--- src/logic/akfr_pkg.sv ---
// Purpose: Constants and types shared by the keep-alive framer and its FIFO.
// Assumes: Byte-wide control link, one byte a cycle, high byte first on the wire.
// Notes: Offsets are byte positions inside the 64-byte control header.
package akfr_pkg;
    // ==========================================================
    // Control header layout
    localparam logic [15:0] AKFR_PREAMBLE = 16'hA1EC;
    localparam logic [7:0] AKFR_PROTO_REV = 8'h03;
    localparam logic [7:0] AKFR_CMD_ALIVE = 8'hFE;
    localparam logic [5:0] AKFR_OFS_PRE_HI = 6'h00;
    localparam logic [5:0] AKFR_OFS_PRE_LO = 6'h01;
    localparam logic [5:0] AKFR_OFS_REV = 6'h02;
    localparam logic [5:0] AKFR_OFS_CMD = 6'h03;
    localparam logic [5:0] AKFR_OFS_TARGET = 6'h04;
    localparam logic [5:0] AKFR_OFS_STATUS = 6'h05;
    localparam logic [5:0] AKFR_OFS_LEN = 6'h08;
    localparam logic [5:0] AKFR_OFS_LEN_END = 6'h0B;
    localparam logic [5:0] AKFR_OFS_PCK = 6'h3A;
    localparam logic [5:0] AKFR_OFS_PCK_END = 6'h3D;
    localparam logic [5:0] AKFR_OFS_HCK_HI = 6'h3E;
    localparam logic [5:0] AKFR_OFS_LAST = 6'h3F;
    localparam logic [15:0] AKFR_CRC_POLY = 16'h1021;
    localparam logic [15:0] AKFR_CRC_INIT = 16'h0000;
    localparam logic [7:0] AKFR_STATUS_OK = 8'h00;
    // ==========================================================
    // Stream shape and default destination
    localparam int AKFR_STREAM_HDR_BYTES = 32;
    localparam int AKFR_STREAM_DATA_MAX = 1400;
    localparam int AKFR_STREAM_PKT_MAX = 1432;
    localparam logic [31:0] AKFR_DEF_GROUP = 32'hE0000001;
    localparam logic [15:0] AKFR_DEF_PORT = 16'h2712;
    localparam int AKFR_FIFO_DEPTH = 4;

    typedef enum logic [1:0] {
        AKFR_RX_HDR,
        AKFR_RX_WAIT,
        AKFR_RX_SEND
    } akfr_rx_state_t;

    // One CRC-CCITT step over a byte, most significant bit first.
    function automatic logic [15:0] akfr_crc_byte(input logic [15:0] crc, input logic [7:0] b);
        logic [15:0] c;
        c = crc;
        for (int i = 7; i >= 0; i--) begin
            if (c[15] ^ b[i]) begin
                c = {c[14:0], 1'b0} ^ AKFR_CRC_POLY;
            end else begin
                c = {c[14:0], 1'b0};
            end
        end
        return c;
    endfunction
endpackage

--- src/logic/akfr_top.sv ---
// Purpose: Checks incoming keep-alive headers and sends the 64-byte answer.
// Assumes: Byte stream from the MAC, one header per frame, start marked by sof.
// Notes: Stream destination and enable are exported for the packetiser.
// How it works
// - Header starts with 0xA1EC, high byte first.
// - Byte 0x02 carries version 0x03.
// - Keep-alive command code 0xFE at 0x03.
// - Length and payload checksum are zero.
// - Header checksum at 0x3E covers 0x02..0x3D.
// - CRC-CCITT, poly 0x1021, start zero, checked.
// - Valid command gets same-layout answer with status.
// - Answer byte 0x04 names the flash target.
// - Flags field carries no meaning here.
// - Stream data per packet at most 1400 bytes.
// - Fields are unsigned 8, 16, 32 bits.
// - Streaming enabled out of reset.
// - Default destination 224.0.0.1 port 10002.
// - Destination changeable through interface configuration.
// - Packet is 32-byte header plus data, 1432 max.
`timescale 1ns/1ps
module akfr_top
    import akfr_pkg::*;
#(
    parameter int DATA_MAX = AKFR_STREAM_DATA_MAX,
    parameter int HDR_BYTES = AKFR_STREAM_HDR_BYTES
) (
    input wire logic clk_i,
    input wire logic srst_i,
    input wire logic rx_valid_i,
    input wire logic rx_sof_i,
    input wire logic [7:0] rx_data_i,
    output logic tx_valid_o,
    input wire logic tx_ready_i,
    output logic [7:0] tx_data_o,
    output logic tx_last_o,
    input wire logic [7:0] flash_target_i,
    input wire logic [7:0] result_code_i,
    input wire logic cfg_we_i,
    input wire logic [31:0] cfg_group_i,
    input wire logic [15:0] cfg_port_i,
    input wire logic cfg_enable_i,
    input wire logic [10:0] stream_len_i,
    output logic stream_en_o,
    output logic [31:0] stream_group_o,
    output logic [15:0] stream_port_o,
    output logic [10:0] stream_pkt_len_o,
    output logic cmd_ok_o,
    output logic cmd_drop_o
);
    typedef struct packed {
        akfr_rx_state_t st;
        logic [5:0] rx_ofs;
        logic [15:0] rx_crc;
        logic [15:0] rx_ck;
        logic hdr_bad;
        logic is_alive;
        logic [5:0] tx_ofs;
        logic [15:0] tx_crc;
        logic [7:0] target;
        logic [7:0] status;
        logic en;
        logic [31:0] group;
        logic [15:0] port;
        logic [10:0] pkt_len;
        logic ok;
        logic drop;
        logic [5:0] out_ofs;
        logic [15:0] out_crc;
    } akfr_top_st_t;

    akfr_top_st_t s_r;
    akfr_top_st_t s_nxt;
    logic [7:0] tx_byte;
    logic fifo_in_ready;
    logic fifo_push;
    logic fifo_out_valid;
    logic [8:0] fifo_out;

    // ==========================================================
    // Answer byte generator.
    // Bytes not named here are sent as zero, including flags and the aux bytes.
    always_comb begin
        tx_byte = 8'h00;
        if (s_r.tx_ofs == AKFR_OFS_PRE_HI) begin
            tx_byte = AKFR_PREAMBLE[15:8];
        end else if (s_r.tx_ofs == AKFR_OFS_PRE_LO) begin
            tx_byte = AKFR_PREAMBLE[7:0];
        end else if (s_r.tx_ofs == AKFR_OFS_REV) begin
            tx_byte = AKFR_PROTO_REV;
        end else if (s_r.tx_ofs == AKFR_OFS_CMD) begin
            tx_byte = AKFR_CMD_ALIVE;
        end else if (s_r.tx_ofs == AKFR_OFS_TARGET) begin
            tx_byte = s_r.target;
        end else if (s_r.tx_ofs == AKFR_OFS_STATUS) begin
            tx_byte = s_r.status;
        end else if (s_r.tx_ofs == AKFR_OFS_HCK_HI) begin
            tx_byte = s_r.tx_crc[15:8];
        end else if (s_r.tx_ofs == AKFR_OFS_LAST) begin
            tx_byte = s_r.tx_crc[7:0];
        end
    end

    assign fifo_push = (s_r.st == AKFR_RX_SEND);

    // ==========================================================
    // Main state update.
    always_comb begin
        logic [7:0] b;
        logic [15:0] c_next;
        b = rx_data_i;
        c_next = akfr_crc_byte(s_r.rx_crc, b);
        s_nxt = s_r;
        s_nxt.ok = 1'b0;
        s_nxt.drop = 1'b0;
        // Configuration port rewrites the stream destination at any time.
        if (cfg_we_i) begin
            s_nxt.group = cfg_group_i;
            s_nxt.port = cfg_port_i;
            s_nxt.en = cfg_enable_i;
        end
        // Clamp the data section so a packet never passes the size limit.
        if (stream_len_i > 11'(DATA_MAX)) begin
            s_nxt.pkt_len = 11'(DATA_MAX + HDR_BYTES);
        end else begin
            s_nxt.pkt_len = stream_len_i + 11'(HDR_BYTES);
        end
        // Count bytes as the sink takes them and run a second checksum over them.
        // The port checks use this, so a FIFO fault cannot hide behind
        // a byte generator that is right.
        if (tx_valid_o && tx_ready_i) begin
            s_nxt.out_ofs = s_r.out_ofs + 6'h01;
            if (s_r.out_ofs == AKFR_OFS_PRE_HI) begin
                s_nxt.out_crc = AKFR_CRC_INIT;
            end else if (s_r.out_ofs >= AKFR_OFS_REV && s_r.out_ofs <= AKFR_OFS_PCK_END) begin
                s_nxt.out_crc = akfr_crc_byte(s_r.out_crc, tx_data_o);
            end
        end
        case (s_r.st)
            AKFR_RX_HDR: begin
                if (rx_valid_i) begin
                    if (rx_sof_i) begin
                        s_nxt.rx_ofs = 6'h01;
                        s_nxt.rx_crc = AKFR_CRC_INIT;
                        s_nxt.hdr_bad = (b != AKFR_PREAMBLE[15:8]);
                        s_nxt.is_alive = 1'b0;
                    end else begin
                        s_nxt.rx_ofs = s_r.rx_ofs + 6'h01;
                        if (s_r.rx_ofs == AKFR_OFS_PRE_LO && b != AKFR_PREAMBLE[7:0]) begin
                            s_nxt.hdr_bad = 1'b1;
                        end
                        if (s_r.rx_ofs == AKFR_OFS_REV && b != AKFR_PROTO_REV) begin
                            s_nxt.hdr_bad = 1'b1;
                        end
                        if (s_r.rx_ofs == AKFR_OFS_CMD) begin
                            s_nxt.is_alive = (b == AKFR_CMD_ALIVE);
                        end
                        if (s_r.rx_ofs >= AKFR_OFS_LEN && s_r.rx_ofs <= AKFR_OFS_LEN_END
                            && b != 8'h00) begin
                            s_nxt.hdr_bad = 1'b1;
                        end
                        if (s_r.rx_ofs >= AKFR_OFS_PCK && s_r.rx_ofs <= AKFR_OFS_PCK_END
                            && b != 8'h00) begin
                            s_nxt.hdr_bad = 1'b1;
                        end
                        // Bytes 0x02..0x3D feed the checksum; flags are never decoded.
                        if (s_r.rx_ofs >= AKFR_OFS_REV && s_r.rx_ofs <= AKFR_OFS_PCK_END) begin
                            s_nxt.rx_crc = c_next;
                        end
                        if (s_r.rx_ofs == AKFR_OFS_HCK_HI) begin
                            s_nxt.rx_ck[15:8] = b;
                        end
                        if (s_r.rx_ofs == AKFR_OFS_LAST) begin
                            s_nxt.rx_ofs = '0;
                            // The answer is decided only once the whole header is in.
                            if (!s_r.hdr_bad && s_r.is_alive
                                && {s_r.rx_ck[15:8], b} == s_r.rx_crc) begin
                                s_nxt.st = AKFR_RX_WAIT;
                                s_nxt.ok = 1'b1;
                                s_nxt.target = flash_target_i;
                                s_nxt.status = result_code_i;
                            end else begin
                                s_nxt.drop = 1'b1;
                            end
                        end
                    end
                end
            end
            AKFR_RX_WAIT: begin
                // One cycle to seed the transmit checksum before bytes leave.
                s_nxt.tx_ofs = '0;
                s_nxt.tx_crc = AKFR_CRC_INIT;
                s_nxt.st = AKFR_RX_SEND;
            end
            AKFR_RX_SEND: begin
                if (fifo_in_ready) begin
                    if (s_r.tx_ofs >= AKFR_OFS_REV && s_r.tx_ofs <= AKFR_OFS_PCK_END) begin
                        s_nxt.tx_crc = akfr_crc_byte(s_r.tx_crc, tx_byte);
                    end
                    s_nxt.tx_ofs = s_r.tx_ofs + 6'h01;
                    if (s_r.tx_ofs == AKFR_OFS_LAST) begin
                        s_nxt.st = AKFR_RX_HDR;
                    end
                end
            end
            default: begin
                s_nxt.st = AKFR_RX_HDR;
            end
        endcase
    end

    // ==========================================================
    // State register. Streaming comes up enabled with the default destination.
    always_ff @(posedge clk_i) begin
        if (srst_i) begin
            s_r <= '0;
            s_r.st <= AKFR_RX_HDR;
            s_r.en <= 1'b1;
            s_r.group <= AKFR_DEF_GROUP;
            s_r.port <= AKFR_DEF_PORT;
            s_r.status <= AKFR_STATUS_OK;
        end else begin
            s_r <= s_nxt;
        end
    end

    // ==========================================================
    // Answer bytes queue here so a stalled MAC holds the framer back.
    akfr_fifo #(
        .WIDTH(9),
        .DEPTH(AKFR_FIFO_DEPTH)
    ) u_fifo (
        .clk_i(clk_i),
        .srst_i(srst_i),
        .in_valid_i(fifo_push),
        .in_ready_o(fifo_in_ready),
        .in_data_i({(s_r.tx_ofs == AKFR_OFS_LAST), tx_byte}),
        .out_valid_o(fifo_out_valid),
        .out_ready_i(tx_ready_i),
        .out_data_o(fifo_out)
    );

    assign tx_valid_o = fifo_out_valid;
    assign tx_data_o = fifo_out[7:0];
    assign tx_last_o = fifo_out_valid && fifo_out[8];
    assign stream_en_o = s_r.en;
    assign stream_group_o = s_r.group;
    assign stream_port_o = s_r.port;
    assign stream_pkt_len_o = s_r.pkt_len;
    assign cmd_ok_o = s_r.ok;
    assign cmd_drop_o = s_r.drop;
endmodule

--- src/logic/akfr_fifo.sv ---
// Purpose: Small flip-flop FIFO with valid and ready on both sides.
// Assumes: Single clock, synchronous active-high reset.
// Notes: Full drops in_ready_o so the producer stalls.
`timescale 1ns/1ps
module akfr_fifo
    import akfr_pkg::*;
#(
    parameter int WIDTH = 8,
    parameter int DEPTH = AKFR_FIFO_DEPTH
) (
    input wire logic clk_i,
    input wire logic srst_i,
    input wire logic in_valid_i,
    output logic in_ready_o,
    input wire logic [WIDTH-1:0] in_data_i,
    output logic out_valid_o,
    input wire logic out_ready_i,
    output logic [WIDTH-1:0] out_data_o
);
    localparam int AW = (DEPTH > 1) ? $clog2(DEPTH) : 1;

    typedef struct packed {
        logic [DEPTH-1:0][WIDTH-1:0] mem;
        logic [AW-1:0] wp;
        logic [AW-1:0] rp;
        logic [AW:0] cnt;
    } akfr_fifo_st_t;

    akfr_fifo_st_t s_r;
    akfr_fifo_st_t s_nxt;
    logic push;
    logic pop;

    // ==========================================================
    // Handshake terms come straight from the count.
    assign in_ready_o = (s_r.cnt != (AW+1)'(DEPTH));
    assign out_valid_o = (s_r.cnt != '0);
    assign out_data_o = s_r.mem[s_r.rp];
    assign push = in_valid_i && in_ready_o;
    assign pop = out_valid_o && out_ready_i;

    // Pointers wrap at DEPTH so non-power-of-two depths still work.
    always_comb begin
        s_nxt = s_r;
        if (push) begin
            s_nxt.mem[s_r.wp] = in_data_i;
            s_nxt.wp = (s_r.wp == AW'(DEPTH-1)) ? '0 : s_r.wp + 1'b1;
        end
        if (pop) begin
            s_nxt.rp = (s_r.rp == AW'(DEPTH-1)) ? '0 : s_r.rp + 1'b1;
        end
        if (push && !pop) begin
            s_nxt.cnt = s_r.cnt + 1'b1;
        end else if (pop && !push) begin
            s_nxt.cnt = s_r.cnt - 1'b1;
        end
    end

    always_ff @(posedge clk_i) begin
        if (srst_i) begin
            s_r <= '0;
        end else begin
            s_r <= s_nxt;
        end
    end
endmodule

--- config.mk ---
export PLATFORM = sky130hd
export DESIGN_NAME = akfr_top
export DESIGN_NICKNAME = d
export VERILOG_FILES = /design/src/logic/akfr_pkg.sv /design/src/logic/akfr_top.sv /design/src/logic/akfr_fifo.sv
export SDC_FILE = /design/constraint.sdc
export NUM_CORES = 1
export LEC_CHECK = 0
export BUFFER_PORTS_ARGS = -buffer_cell sky130_fd_sc_hd__buf_2
export CAP_MARGIN = 20
export CORE_ASPECT_RATIO = 1.5
export CORE_MARGIN = 2
export CORE_UTILIZATION = 51
export DETAILED_ROUTE_END_ITERATION = 8
export HOLD_SLACK_MARGIN = 0.1
export PLACE_DENSITY = 0.77
export RECOVER_POWER = 25
export SETUP_SLACK_MARGIN = 0.5
export SLEW_MARGIN = 20
export SYNTH_ARGS = -nofsm -noshare
export SYNTH_HDL_FRONTEND = slang
export SYNTH_SLANG_ARGS = --single-unit
--- constraint.sdc ---
create_clock -name clk_i -period 2.14 [get_ports clk_i]
set_input_delay 0.428 -clock clk_i [delete_from_list [all_inputs] [get_ports clk_i]]
set_output_delay 0.428 -clock clk_i [all_outputs]
set_load 0.1 [all_outputs]
Word level (Yosys, flattened, before mapping)
Index checks and enable logic that the tools add are counted.
Storage, ports and cells
  memories: 0
  RAM bits: 0
  ROM bits: 0
  word-level logic and storage cells: 223
  register bits after elaboration: 177
  input port bits: 90
  bits in latches: 0
  output and inout bits: 72
Cells by class
  reduce and logical (&&, ||, !) cells: 39
  $mul: 0
  muxes and demuxes: 77
  magnitude comparators: 11
  equality and inequality tests: 29
  divide/modulo/power cells: 0
  add/sub/neg operators: 7
  bitwise operators: 36
  shifts and indexed selects: 0
Operators by type and width (number)
  2-to-1 mux 16 bit: 23
  2-to-1 mux 13 bit: 16
  2-to-1 mux 8 bit: 11
  inverter 3 bit: 16
  2-to-1 mux 22 bit: 2
  one-hot mux 22 bit (2 select lines): 1
  bitwise mux 36 bit: 1
  2-to-1 mux 32 bit: 1
  equality test 6 x 2 -> 1 bit, second input constant: 4
  equality test 6 bit, second input constant: 4
  binary-select mux 9 bit (select 2 bit): 1
  demux 9 bit (select 2 bit): 1
  2-to-1 mux 9 bit: 2
  equality test 16 bit: 1
  logical AND 1 bit: 16
  inequality test 8 bit, second input constant: 2
  XOR 1 bit: 16
  2-to-1 mux 2 bit: 7
  inequality test 2 bit, second input constant: 7
  adder 6 x 1 -> 6 bit, second input constant: 2
  equality test 6 x 1 -> 1 bit, second input constant: 2
  equality test 6 x 3 -> 1 bit, second input constant: 2
  >= comparator 6 x 2 -> 1 bit, second input constant: 2
  less-or-equal comparator 6 bit, second input constant: 2
  34 further kinds: 57

Depth between registers and ports, before layout
Gate-level depths: netlist of the first run.
  depth after elaboration: 49
  gate-level depth with buffers: 11
  mapped depth without buffers: 10

By module
A second synthesis of the first run with hierarchy kept.
Unflattened totals
  cells, all modules: 956
  area, all modules: 9017.4 um^2
Modules (own cells, without submodules)
  akfr_top: cells an instance 772, area an instance 6947.9 um^2, sequential area each 2682.6 um^2, instances 1
  akfr_fifo: cells an instance 184, area an instance 2069.5 um^2, sequential area each 860.8 um^2, instances 1

Least setup slack after synthesis of the first run
Ideal clock, no wire load.
  kind: reg2reg
  start: register u_fifo.s_r[0] in the netlist's numbering
  end: register u_fifo.s_r[2] in the netlist's numbering
  path slack: -0.547 ns
  stages on the path, launching flop included: 9
  required time: 2.069 ns
  clock period less this slack: 2.687 ns
  path buffers: 0
  data arrival time: 2.617 ns
  path through: dfxtp_1 -> or3_1 -> nand2_1 -> ha_1 -> inv_1 -> fa_1 -> xor2_1 -> or3_1 -> a21oi_1
On the way
  cells in the longest elaborated chain, start to end: 5
  elaborated cells on any way between the ends: 13
  classes of those cells: add/sub (2); eq/ne (1); mux (2); reduce/logical (8)
Ends and longest elaborated chain
  from (decl): RTL line akfr_fifo.sv:29  | akfr_fifo_st_t s_r;
  from (signal assigned): RTL line akfr_fifo.sv:63  | s_r <= s_nxt;
  nonzero test 3 bit *: RTL line akfr_fifo.sv:37  | assign out_valid_o = (s_r.cnt != '0);
  via tx_valid_o: RTL line akfr_top.sv:32  | output logic tx_valid_o,
  logical AND 1 bit *: RTL line akfr_fifo.sv:40  | assign pop = out_valid_o && out_ready_i;
  zero test 1 bit: RTL line akfr_fifo.sv:52  | if (push && !pop) begin
  logical AND 1 bit: RTL line akfr_fifo.sv:52
  2-to-1 mux 3 bit or nonzero test 2 bit (tied branches)
The timed path passes the listed nets; every way through them passes the cells marked *. The select of a mux whose other input is x is not followed.
A chain may end at the register's enable or synchronous reset.

Final worst setup path of the first run
  start: register s_r[116] in the netlist's numbering
  end: register s_r[115] in the netlist's numbering
On the way
  cells in the longest elaborated chain, start to end: 37
  elaborated cells on any way between the ends: 49
  classes of those cells: order compare (2); eq/ne (8); mux (34); bitwise (2); reduce/logical (3)
Ends and longest elaborated chain
  from (decl): RTL line akfr_top.sv:71  | akfr_top_st_t s_r;
  from (signal assigned): RTL line akfr_top.sv:222  | s_r <= s_nxt;
  equality test 6 bit: RTL line akfr_top.sv:98  | end else if (s_r.tx_ofs == AKFR_OFS_LAST) begin
  2-to-1 mux 8 bit: RTL line akfr_top.sv:98
  2-to-1 mux 8 bit: RTL line akfr_top.sv:96  | end else if (s_r.tx_ofs == AKFR_OFS_HCK_HI) begin
  2-to-1 mux 8 bit: RTL line akfr_top.sv:94  | end else if (s_r.tx_ofs == AKFR_OFS_STATUS) begin
  2-to-1 mux 8 bit: RTL line akfr_top.sv:92  | end else if (s_r.tx_ofs == AKFR_OFS_TARGET) begin
  2-to-1 mux 8 bit: RTL line akfr_top.sv:90  | end else if (s_r.tx_ofs == AKFR_OFS_CMD) begin
  2-to-1 mux 8 bit: RTL line akfr_top.sv:88  | end else if (s_r.tx_ofs == AKFR_OFS_REV) begin
  2-to-1 mux 8 bit: RTL line akfr_top.sv:86  | end else if (s_r.tx_ofs == AKFR_OFS_PRE_LO) begin
  [... 21 more ...]
  2-to-1 mux 16 bit: RTL line akfr_top.sv:195  | if (fifo_in_ready) begin
  2-to-1 mux 16 bit: RTL line akfr_top.sv:138  | case (s_r.st)
  2-to-1 mux 16 bit: RTL line akfr_top.sv:196  | if (s_r.tx_ofs >= AKFR_OFS_REV && s_r.tx_ofs <= AKFR_OFS_PCK_END) begin
  2-to-1 mux 16 bit: RTL line akfr_top.sv:195
  2-to-1 mux 16 bit: RTL line akfr_top.sv:138
  2-to-1 mux 16 bit: RTL line akfr_top.sv:196
  2-to-1 mux 22 bit: RTL line akfr_top.sv:195
  one-hot mux 22 bit (2 select lines): RTL line akfr_top.sv:138
Several ways; a longest one is shown, not always the timed one. The select of a mux whose other input is x is not followed.

==> run metrics, run 1 <==
Main synth FF type dfxtp_1; CP cell instances buf_4 -> ha_4 -> buf_4 -> buf_4 -> buf_4 -> nand3_2 -> a21oi_2 -> o21a_1 -> xnor2_2 -> buf_4 -> xnor2_2 -> a21oi_1 -> o22ai_1; min-delay src cfg_port_i[10]; Diodes inserted 0; synthesized instance count 950; ports placed on the boundary 162; VDD IR max 0.597 mV; fin nets ~1200; chip height roughly 160 microns; crit path time final 2.35 ns; final worst clock skew 0.00935 ns; global-route wire length before repair roughly 34000 microns; register share of total power 40.9%; share of layout cells above drive strength 1 between 40% and 50%; CTS buffer count 17; top cell type's share of synthesized area 40.9%; Pre-antenna DRT Iters 5; yosys warns 0; Sw Share 30.9%; area added between synthesis and finish 35.0%; largest net degree at the start of global routing 87; setup violators final 16; WL final 22200 microns; worst reg2reg path startpoint s_r[116]$_SDFFE_PP0P_; worst endpoint data arrival time 2.65 ns; Max Cap Violations 1; fmax 0.426 GHz; critical path endpoint category flop; sequential share of the synthesized area 40.9%; Place WS -0.171 ns; antenna violations before repair 0; number of global-route vias before repair 7110; DR iter-0 viols about 380; Hold Path Stages 2; final worst slack -0.209 ns; CTS H-tree depth 4; failing checks max-capacitance violations, negative setup slack; CP max stage delay between 0.3 and 0.4 ns; Antenna Nets Post-Route 0; RSZ-0062 raised after global routing true; PortBufs 161; GRT Total Usage 23.1%; LEAKAGE 4.81 nW; worst skew pair latency 0.42 ns; R2R setup slack -0.21 ns; Comb pwr share a little over a fifth; Pwr Total 8.61 mW; Synth area leader dfxtp_1; Worst EP required between 2 and 2.5 ns; met2 routed WL between 10000 and 15000 microns; Fillers 1157; fin crit share 110%; CTS tree done; Setup CP Type reg -> reg; hpwl dp 14500 microns; Multi-input gate area ~5100 sq um; placed instance area 9930 sq um; Startpoint Class flop; Sw Pwr 2.66 mW; DR WL met3 1040 microns; reg-to-reg endpoint s_r[115]$_SDFFE_PP0P_; Most common cell on crit path buf_4; GP Congestion 0.897; clock network fraction of design power 37.1%; routed via count 7429; Worst Tran Pin Value 1.50 ns; Pwr per Cell Area approximately 740 nW/um^2; Hold Fails Final Rpt 0; Max stage delay cell, worst path dfxtp_4; Worst Path Buf+Inv 5; Post-synth ARST share 0%; CTS sink count 177; Crit Path Max Fanout 6; relative slew slack 0.165%; Post-Syn Nets about 1100; DRC Markers 0; top sig layer met4; # rows 58; Avg Vias per Cell 5.47; GRT Residual Overflow 0; number of flops mapped to enable cells by yosys 0; clock-pin transition on the worst setup and hold timing paths 0.07 ns; initial core utilization around half; worst r2r path cells 13; Mapped Area a little under 9000 sq um; die area 18100 sq um; fin. max-slew vios 0; met1 WL 8010 microns; Synth cell types 71; deepest clock path buffer count 2; cell family with the largest share of critical-path delay buffers and inverters; Hold Path End stream_port_o[10]$_SDFFE_PP1P_; design area 11700 sq um; status finished with violations; #FFs+latches synth 177; clk root buf clkbuf_16; synth top area cells dfxtp_1 41%, mux2i_1 7.5%, nor2_1 6.4%; Core ar. 16700 sq um; wire length per cell 16.4 microns; storage element area 3590 sq um; Syn Area/Cell roughly 9.1 sq um; type of the most critical hold path in -> reg; Die X-Extent 110 microns; Int Pwr 5.95 mW
logic make-up after synthesis:
family,Yosys count,synth area share (%)
compound gates,160,12.8
xor+xnor,77,8.76
fa+ha+maj,17,2.54
buf+inv,129,8.28
flops,177,40.9
mux,74,9.84
simple gates,316,16.9
layout by cell type (no fill, tap or decap), types with 8 or more instances in the layout:
cell,Yosys,final
dfxtp_1,177,155
nor2_1,147,141
buf_2,7,121
buf_4,60,88
nand2_1,68,64
mux2i_1,65,62
a21oi_1,56,42
xnor2_1,40,32
xor2_1,28,24
buf_6,0,23
clkbuf_4,0,22
nand3_1,23,21
clkbuf_16,0,17
a22oi_2,0,16
a21oi_2,3,14
inv_1,18,13
xnor2_2,7,13
dfxtp_2,0,13
buf_12,0,12
a211oi_2,0,11
nor2b_1,12,11
a211o_1,11,11
ha_1,16,11
mux4_2,9,9
dfxtp_4,0,9
o21ai_0,9,8
nor3_1,11,8
a211oi_1,19,8
synth_stat cells (all sizes together) (3+ instances only):
| master | number |
|---|---|
| ha | 16 |
| a22oi | 17 |
| a211oi | 19 |
| mux4 | 9 |
| nand4 | 7 |
| nand3 | 23 |
| nand2 | 68 |
| o22ai | 6 |
| nor3b | 3 |
| mux2i | 65 |
| a22o | 4 |
| o31ai | 3 |
| clkbuf | 37 |
| or4 | 4 |
| a21oi | 61 |
| nand3b | 5 |
| xnor2 | 48 |
| and2 | 13 |
| inv | 19 |
| nor2b | 12 |
| a211o | 11 |
| nand2b | 6 |
| o21ai | 11 |
| or3 | 5 |
| o21a | 9 |
| nor3 | 12 |
| dfxtp | 177 |
| nor2 | 150 |
| buf | 73 |
| xor2 | 28 |
final cells by class:
cell class	count	area share (%)
clock buffers	21	4.02
well taps	210	2.24
flip-flops and latches	177	30.7
inverters	19	0.695
clock inverters	11	1.20
multi-input cells	644	43.6
repair buffers	275	17.6
flip-flops by register name (all words and copies together) (netlist names):
name and flops:
cmd_drop_o 1, cmd_ok_o 1, s_r 72, stream_en_o 1, stream_group_o 32, stream_pkt_len_o 11, stream_port_o 16, u_fifo.s_r 43
power groups by stage:
stage               logic [mW]  registers [mW]  clock network (mW)
floorplan                 1.38            3.57                   0
global placement          1.56            3.59                   0
detailed placement        1.58            3.59                   0
CTS                       1.82            3.51                3.26
global route              2.00            3.53                3.39
finish                    1.90            3.52                3.19
routing by layer:
metal	global-route usage, %	vias up
li1	-	3575
met1	24.1	3545
met2	44.3	249
met3	3.91	60
met4	12.2	0
met5	0	-
metrics by stage:
stage          setup TNS, ns  cells  util, %  hold WS [ns]
5_1_grt                -2.87   1357     70.1         0.199
6_report               -1.28   1357     70.1         0.205
2_1_floorplan              0    950        -         0.433
3_5_place_dp           -1.11   1288     59.5         0.446
4_1_cts               -0.659   1350     67.1         0.187
3_3_place_gp          -0.524   1288     59.5         0.439
worst reg2reg max path: stages (launching register included):
cell	delay, ns
dfxtp_4	0.37
buf_4	0.14
ha_4	0.18
buf_4	0.16
buf_4	0.15
buf_4	0.13
nand3_2	0.08
a21oi_2	0.05
o21a_1	0.22
xnor2_2	0.26
buf_4	0.18
xnor2_2	0.07
a21oi_1	0.17
o22ai_1	0.11
worst max-delay path by stage:
stage                          startpoint               endpoint  depth (start not counted)
floorplan           s_r[119]$_SDFFE_PP0P_  s_r[108]$_SDFFE_PP0P_                          9
global placement             rx_data_i[2]  s_r[123]$_SDFFE_PP0P_                          8
detailed placement           rx_data_i[2]  s_r[123]$_SDFFE_PP0P_                          7
CTS                 s_r[116]$_SDFFE_PP0P_  s_r[112]$_SDFFE_PP0P_                          9
global route        s_r[116]$_SDFFE_PP0P_  s_r[115]$_SDFFE_PP0P_                         13
finish              s_r[116]$_SDFFE_PP0P_  s_r[115]$_SDFFE_PP0P_                         13
repair_timing:
item | CTS | global route
setup buffers | 27 | 7
setup endpoints to repair | 103 | 130
gates resized for setup | 111 | 103
pin swaps | 39 | 31
endpoints found under the hold margin | 0 | 0
hold buffers | 0 | 0
gates cloned | 3 | 0
Note: power is estimated with default switching activity, not from simulation.
==> inputs of run 2 (changes only) <==
Settings changed: PLACE_DENSITY 0.77 to default, PLACE_DENSITY_LB_ADDON from default to 0.05.
==> run 2 against run 1 <==
The flow finishes with violations (max-capacitance violations, max-slew violations, negative setup slack). Design area up 1.0%. Sequential power barely moved. Flip-flop and latch count stayed put. Wire length fell by 2.4%. Critical endpoint is now s_r[114]$_SDFFE_PP0P_.
==> run metrics, run 2 (same netlist as run 1, synthesis figures left out) <==
deepest clock path buffer count 2 (unchanged); chip height 164 microns (unchanged); largest register by flop count s_r; final worst clock skew 0.0110 ns (+0.00167 ns); VDD IR max 0.562 mV (-5.8%); fin crit share 109% (-0.51 points); final hold slack 0.209 ns (+0.00380 ns); CTS tree done; wire length per cell 15.8 microns (-3.3%); WL final 21700 microns (-2.4%); fmax 0.428 GHz (+0.47%); # rows 58 (unchanged); number of global-route vias before repair 6971 (-2.0%); setup TNS -1.45 ns (-0.170 ns); storage element area 3600 sq um (about the same); Hold Path Stages 2 (unchanged); setup violators final 13 (-3); global-route wire length before repair 34100 microns (-0.37%); Antenna Nets Post-Route 0 (unchanged); Die X-Extent 110 microns (unchanged); Diodes inserted 0 (unchanged); share of layout cells above drive strength 1 41.7% (+0.40 points); clk root buf clkbuf_16; worst reg2reg path startpoint s_r[121]$_SDFFE_PP0P_; Worst Tran Pin Value 1.75 ns (+0.253 ns); CTS buffer count 17 (unchanged); routed via count 7292 (-1.8%); Multi-input gate area 5070 sq um (-0.56%); worst endpoint data arrival time 2.65 ns (about the same); die area 18100 sq um (unchanged); commonest cells after routing, fill and taps aside 157 x dfxtp_1, 140 x nor2_1, 102 x buf_2; DRC Markers 0 (unchanged); GRT Total Usage 23.0% (-0.13 points); Setup CP Type reg -> reg; status finished with violations; reg-to-reg endpoint s_r[114]$_SDFFE_PP0P_; initial core utilization 52.0% (unchanged); critical path endpoint category flop; R2R setup slack -0.20 ns (about the same); Place WS -0.158 ns (+0.0128 ns); Core Util, Final 70.9% (+0.73 points); worst skew pair latency 0.43 ns (about the same); CTS sink count 177 (unchanged); CTS H-tree depth 4 (unchanged); area added between synthesis and finish 36.4%; Max Cap Violations 1 (unchanged); fin. max-slew vios 82 (+82); crit path time final 2.34 ns (-0.0109 ns); commonest non-fill, non-tap cell in the layout dfxtp_1; Hold Path End stream_group_o[31]$_SDFFE_PP1P_; Crit Path Max Fanout 4 (-2); Pwr per Cell Area 712 nW/um^2 (-3.2%); failing checks max-capacitance violations, max-slew violations, negative setup slack; Worst EP required 2.45 ns (about the same); hpwl dp 14500 microns (about the same); clock-pin transition on the worst setup and hold timing paths 0.07 ns (about the same); relative slew slack -16.7% (-17 points); Pre-antenna DRT Iters 4 (-1); LEAKAGE 4.92 nW (+2.3%); GRT Residual Overflow 0 (unchanged); worst r2r path cells 11 (-2); Pwr Total 8.42 mW (-2.2%); ports placed on the boundary 162 (unchanged); Post-CTS Hold Fix Bufs 0 (unchanged); Avg Vias per Cell 5.32 (-2.8%); type of the most critical hold path in -> reg; antenna violations before repair 0 (unchanged); max FFs per register 72 (unchanged); Hold Fails Final Rpt 0 (unchanged); GP Congestion 0.841 (-6.2%); Core ar. 16700 sq um (unchanged); Startpoint Class flop; final worst slack -0.198 ns (+0.0109 ns); fin nets 1254 (+1.0%); min-delay src cfg_group_i[31]; largest net degree at the start of global routing 82 (-5.7%); RSZ-0062 raised after global routing true; Fillers 1286 (+11%); PortBufs 161 (unchanged); DR iter-0 viols 477 (+24%)
run 2: final cells by class:
| cell class | instances | area share [%] |
|---|---|---|
| Clock inverter | 14 | 1.24 |
| Timing Repair Buffer | 288 | 19.0 |
| Clock buffer | 18 | 3.63 |
| Multi-Input combinational cell | 644 | 42.9 |
| Tap cell | 210 | 2.22 |
| Sequential cell | 177 | 30.4 |
| Inverter | 19 | 0.645 |
run 2: critical path, stage by stage (launching register included):
cell,delay (ns)
dfxtp_4,0.37
buf_6,0.13
or4_4,0.59
nor2_4,0.16
buf_6,0.12
a21oi_4,0.03
a21oi_4,0.22
xnor2_4,0.10
buf_6,0.13
xnor2_2,0.14
a21oi_1,0.14
o22ai_1,0.08
run 2: worst max path at each step:
stage                                startpoint                     to  depth (start not counted)
final                     s_r[121]$_SDFFE_PP0P_  s_r[114]$_SDFFE_PP0P_                         11
after global routing      s_r[116]$_SDFFE_PP0P_  s_r[112]$_SDFFE_PP0P_                         11
after CTS                 s_r[116]$_SDFFE_PP0P_  s_r[112]$_SDFFE_PP0P_                         10
after detailed placement  s_r[116]$_SDFFE_PP0P_  s_r[112]$_SDFFE_PP0P_                          9
after global placement             rx_data_i[2]  s_r[123]$_SDFFE_PP0P_                          8
after floorplan           s_r[119]$_SDFFE_PP0P_  s_r[108]$_SDFFE_PP0P_                          9
run 2: power breakdown:
group	switching [mW]	internal, mW	total (mW)	leakage [nW]
Clock	1.46	1.55	3.01	0.278
Combinational	1.20	0.705	1.91	3.19
Sequential	0.0822	3.42	3.50	1.45
Total	2.74	5.68	8.42	4.92
run 2: what timing repair did:
item                       in CTS  in global routing
setup endpoints to repair      97                149
resized for setup              89                146
cloned                          3                  0
setup buffers                  22                 18
pin swaps                      32                 29
run 2: per-stage QoR:
stage	cells	cell area (sq um)
after floorplan	950	8990
after global placement	1295	10000
after detailed placement	1295	10000
after CTS	1352	11200
after global routing	1370	11800
final	1370	11800
run 2: routing by layer:
metal	global-route usage (%)	vias up	wire length, microns	share of wire (%)
li1	-	3586	-	-
met1	26.5	3471	8720	40
met2	41.7	189	11500	53
met3	4.54	46	775	3.6
met4	9.72	0	658	3.0
met5	0	-	0	0
==> inputs of run 3 (changes only) <==
Settings changed: CORE_MARGIN 2 to default.
==> run 3 against run 2 <==
The run ends with negative setup slack left. Total power grew 4.2%. Non-clock buffer count down 1. Sequential share of layout area decreased by 0.31 points. First-iteration DRC count shrank 19%. Combinational power about the same. Worst setup slack gained 0.0077 ns. Fmax increased by 0.33%. Via count rose by 0.51%.
==> run metrics, run 3 (same netlist as run 1, synthesis figures left out) <==
status finished with violations; failing checks negative setup slack; fin nets 1253 (-0.080%); Post-CTS Hold Fix Bufs 0 (unchanged); Final Non-Filler Cells 1369 (-0.073%); LEAKAGE 4.93 nW (+0.13%); Sw Pwr 2.75 mW (+0.13%); gr busiest metal met2; Max Cap Violations 0 (-1); worst endpoint data arrival time 2.65 ns (about the same); Worst Tran Pin Value 1.32 ns (-0.429 ns); CTS tree done; clk root buf clkbuf_16; clock-pin transition on the worst setup and hold timing paths 0.07 ns (about the same); commonest non-fill, non-tap cell in the layout dfxtp_1; final worst slack -0.191 ns (+0.00774 ns); critical path endpoint category flop; deepest clock path buffer count 2 (unchanged); Worst EP required 2.46 ns (about the same); DR iter-0 viols 386 (-19%); reg-to-reg endpoint s_r[112]$_SDFFE_PP0P_; Crit Path Max Fanout 8 (+4); PortBufs 161 (unchanged); wire length per cell 16.3 microns (+2.8%); register share of total power 39.9% (-1.7 points); number of global-route vias before repair 6915 (-0.80%); Sw Share 31.3% (-1.3 points); R2R setup slack -0.19 ns (about the same); worst setup path end s_r[112]$_SDFFE_PP0P_; Die X-Extent 108 microns (-1.8%); share of layout cells above drive strength 1 42.7% (+0.99 points); Placed Cells 1299 (+0.31%); grt met2 use 43.1% (+1.4 points); GRT Residual Overflow 0 (unchanged); GRT Total Usage 24.2% (+1.2 points); fin crit share 109% (-0.36 points); largest register by flop count s_r; worst r2r path cells 9 (-2); Antenna Nets Post-Route 0 (unchanged); # rows 58 (unchanged); RSZ-0062 raised after global routing true; worst reg2reg path startpoint s_r[116]$_SDFFE_PP0P_; Avg Vias per Cell 5.35 (+0.58%); max FFs per register 72 (unchanged); clock network fraction of design power 38.4% (+2.6 points); Diodes inserted 0 (unchanged); crit path time final 2.33 ns (-0.00774 ns); Setup CP Type reg -> reg; fmax 0.429 GHz (+0.33%); CTS sink count 177 (unchanged); setup violators final 14 (+1); CTS buffer count 17 (unchanged); Int Pwr 6.03 mW (+6.2%); global-route wire length before repair 33300 microns (-2.3%); commonest cells after routing, fill and taps aside 158 x dfxtp_1, 138 x nor2_1, 105 x buf_2; type of the most critical hold path in -> reg; antenna violations before repair 0 (unchanged); GP Congestion 0.902 (+7.2%); GR Layer Usage met1 27.1% (+0.60 points); fin. max-slew vios 0 (-100%); largest net degree at the start of global routing 63 (-23%); Pwr per Cell Area 735 nW/um^2 (+3.2%); DRC Markers 0 (unchanged); M3 GR Usage 4.37% (-0.16 points); chip height 162 microns (-1.2%); crit path launch s_r[116]$_SDFFE_PP0P_; area added between synthesis and finish 37.7%; hpwl dp 14700 microns (+1.3%); CTS H-tree depth 4 (unchanged); final worst clock skew 0.0111 ns (+0.0000654 ns); die area 17500 sq um (-3.0%); VDD IR max 0.619 mV (+10%); initial core utilization 52.0% (unchanged); Core ar. 16700 sq um (unchanged); WL final 22200 microns (+2.7%); Startpoint Class flop; Core Util, Final 71.5% (+0.66 points); Hold Fails Final Rpt 0 (unchanged); Comb pwr share 21.7% (-0.9 points); routed via count 7329 (+0.51%); Pre-antenna DRT Iters 5 (+1); worst skew pair latency 0.43 ns (about the same); relative slew slack 11.9% (+29 points); ports placed on the boundary 162 (unchanged)
## run 3: cell count changes in the layout (fill, tap and decap cells not counted), sizes merged
| cell | before | now |
|---|---|---|
| inv | 25 | 26 |
| clkbuf | 64 | 56 |
| buf | 242 | 248 |
| clkinv | 7 | 4 |
| bufinv | 0 | 3 |
## run 3: worst max-delay path, cell delays in order (launching register included)
cell and delay (ns):
dfxtp_4 0.37, buf_12 0.13, ha_4 0.20, and2_4 0.20, a221o_1 0.30, a21oi_4 0.24
xor2_2 0.19, xnor3_1 0.35, a21oi_1 0.15, mux2i_1 0.09
## run 3: power groups by stage
stage / Sequential [mW] / Clock [mW] / Combinational [mW]
after floorplan: 3.57 / 0 / 1.38
after global placement: 3.58 / 0 / 1.60
after detailed placement: 3.58 / 0 / 1.61
after CTS: 3.50 / 3.45 / 1.86
after global routing: 3.51 / 3.56 / 2.02
final: 3.50 / 3.37 / 1.91
## run 3: timing repair
action / 4_1_cts / 5_1_grt
cloned: 2 / 0
pin swaps: 30 / 29
setup buffers: 15 / 21
setup endpoints to repair: 103 / 144
hold endpoints to repair: 0 / 0
resized for setup: 84 / 167
## run 3: how the worst min path moves through the flow
stage | slack [ns] | depth (start not counted) | start | end
2_1_floorplan | 0.43 | 2 | u_fifo.s_r[25]$_SDFFE_PP0P_ | u_fifo.s_r[25]$_SDFFE_PP0P_
3_3_place_gp | 0.44 | 2 | u_fifo.s_r[25]$_SDFFE_PP0P_ | u_fifo.s_r[25]$_SDFFE_PP0P_
3_5_place_dp | 0.44 | 2 | u_fifo.s_r[31]$_SDFFE_PP0P_ | u_fifo.s_r[31]$_SDFFE_PP0P_
4_1_cts | 0.18 | 2 | cfg_group_i[31] | stream_group_o[31]$_SDFFE_PP1P_
5_1_grt | 0.18 | 2 | cfg_group_i[31] | stream_group_o[31]$_SDFFE_PP1P_
6_report | 0.19 | 2 | cfg_group_i[31] | stream_group_o[31]$_SDFFE_PP1P_
## run 3: per-stage QoR
step | setup WS [ns] | hold WS [ns] | instance area, sq um | total power [mW] | TNS, ns
3_3_place_gp | -0.127 | 0.438 | 10000 | 5.17 | -0.712
4_1_cts | -0.101 | 0.181 | 11200 | 8.81 | -0.815
2_1_floorplan | 0.00246 | 0.433 | 8990 | 4.94 | 0
5_1_grt | -0.282 | 0.184 | 11900 | 9.10 | -3.12
3_5_place_dp | -0.149 | 0.445 | 10000 | 5.19 | -1.07
6_report | -0.191 | 0.193 | 11900 | 8.77 | -1.23
## run 3: layer usage
metal	vias up	share of wire [%]
met3	64	4.3
met5	-	0
met1	3476	38
li1	3589	-
met4	0	4.3
met2	200	53
## run 3: final cells by class
class / instances / area [sq um]
Clock inverter: 15 / 219
Tap cell: 210 / 263
Timing Repair Buffer: 287 / 2210
Inverter: 19 / 83.8
Fill cell: 1281 / 4750
Clock buffer: 17 / 425
Multi-Input combinational cell: 644 / 5140
Sequential cell: 177 / 3590
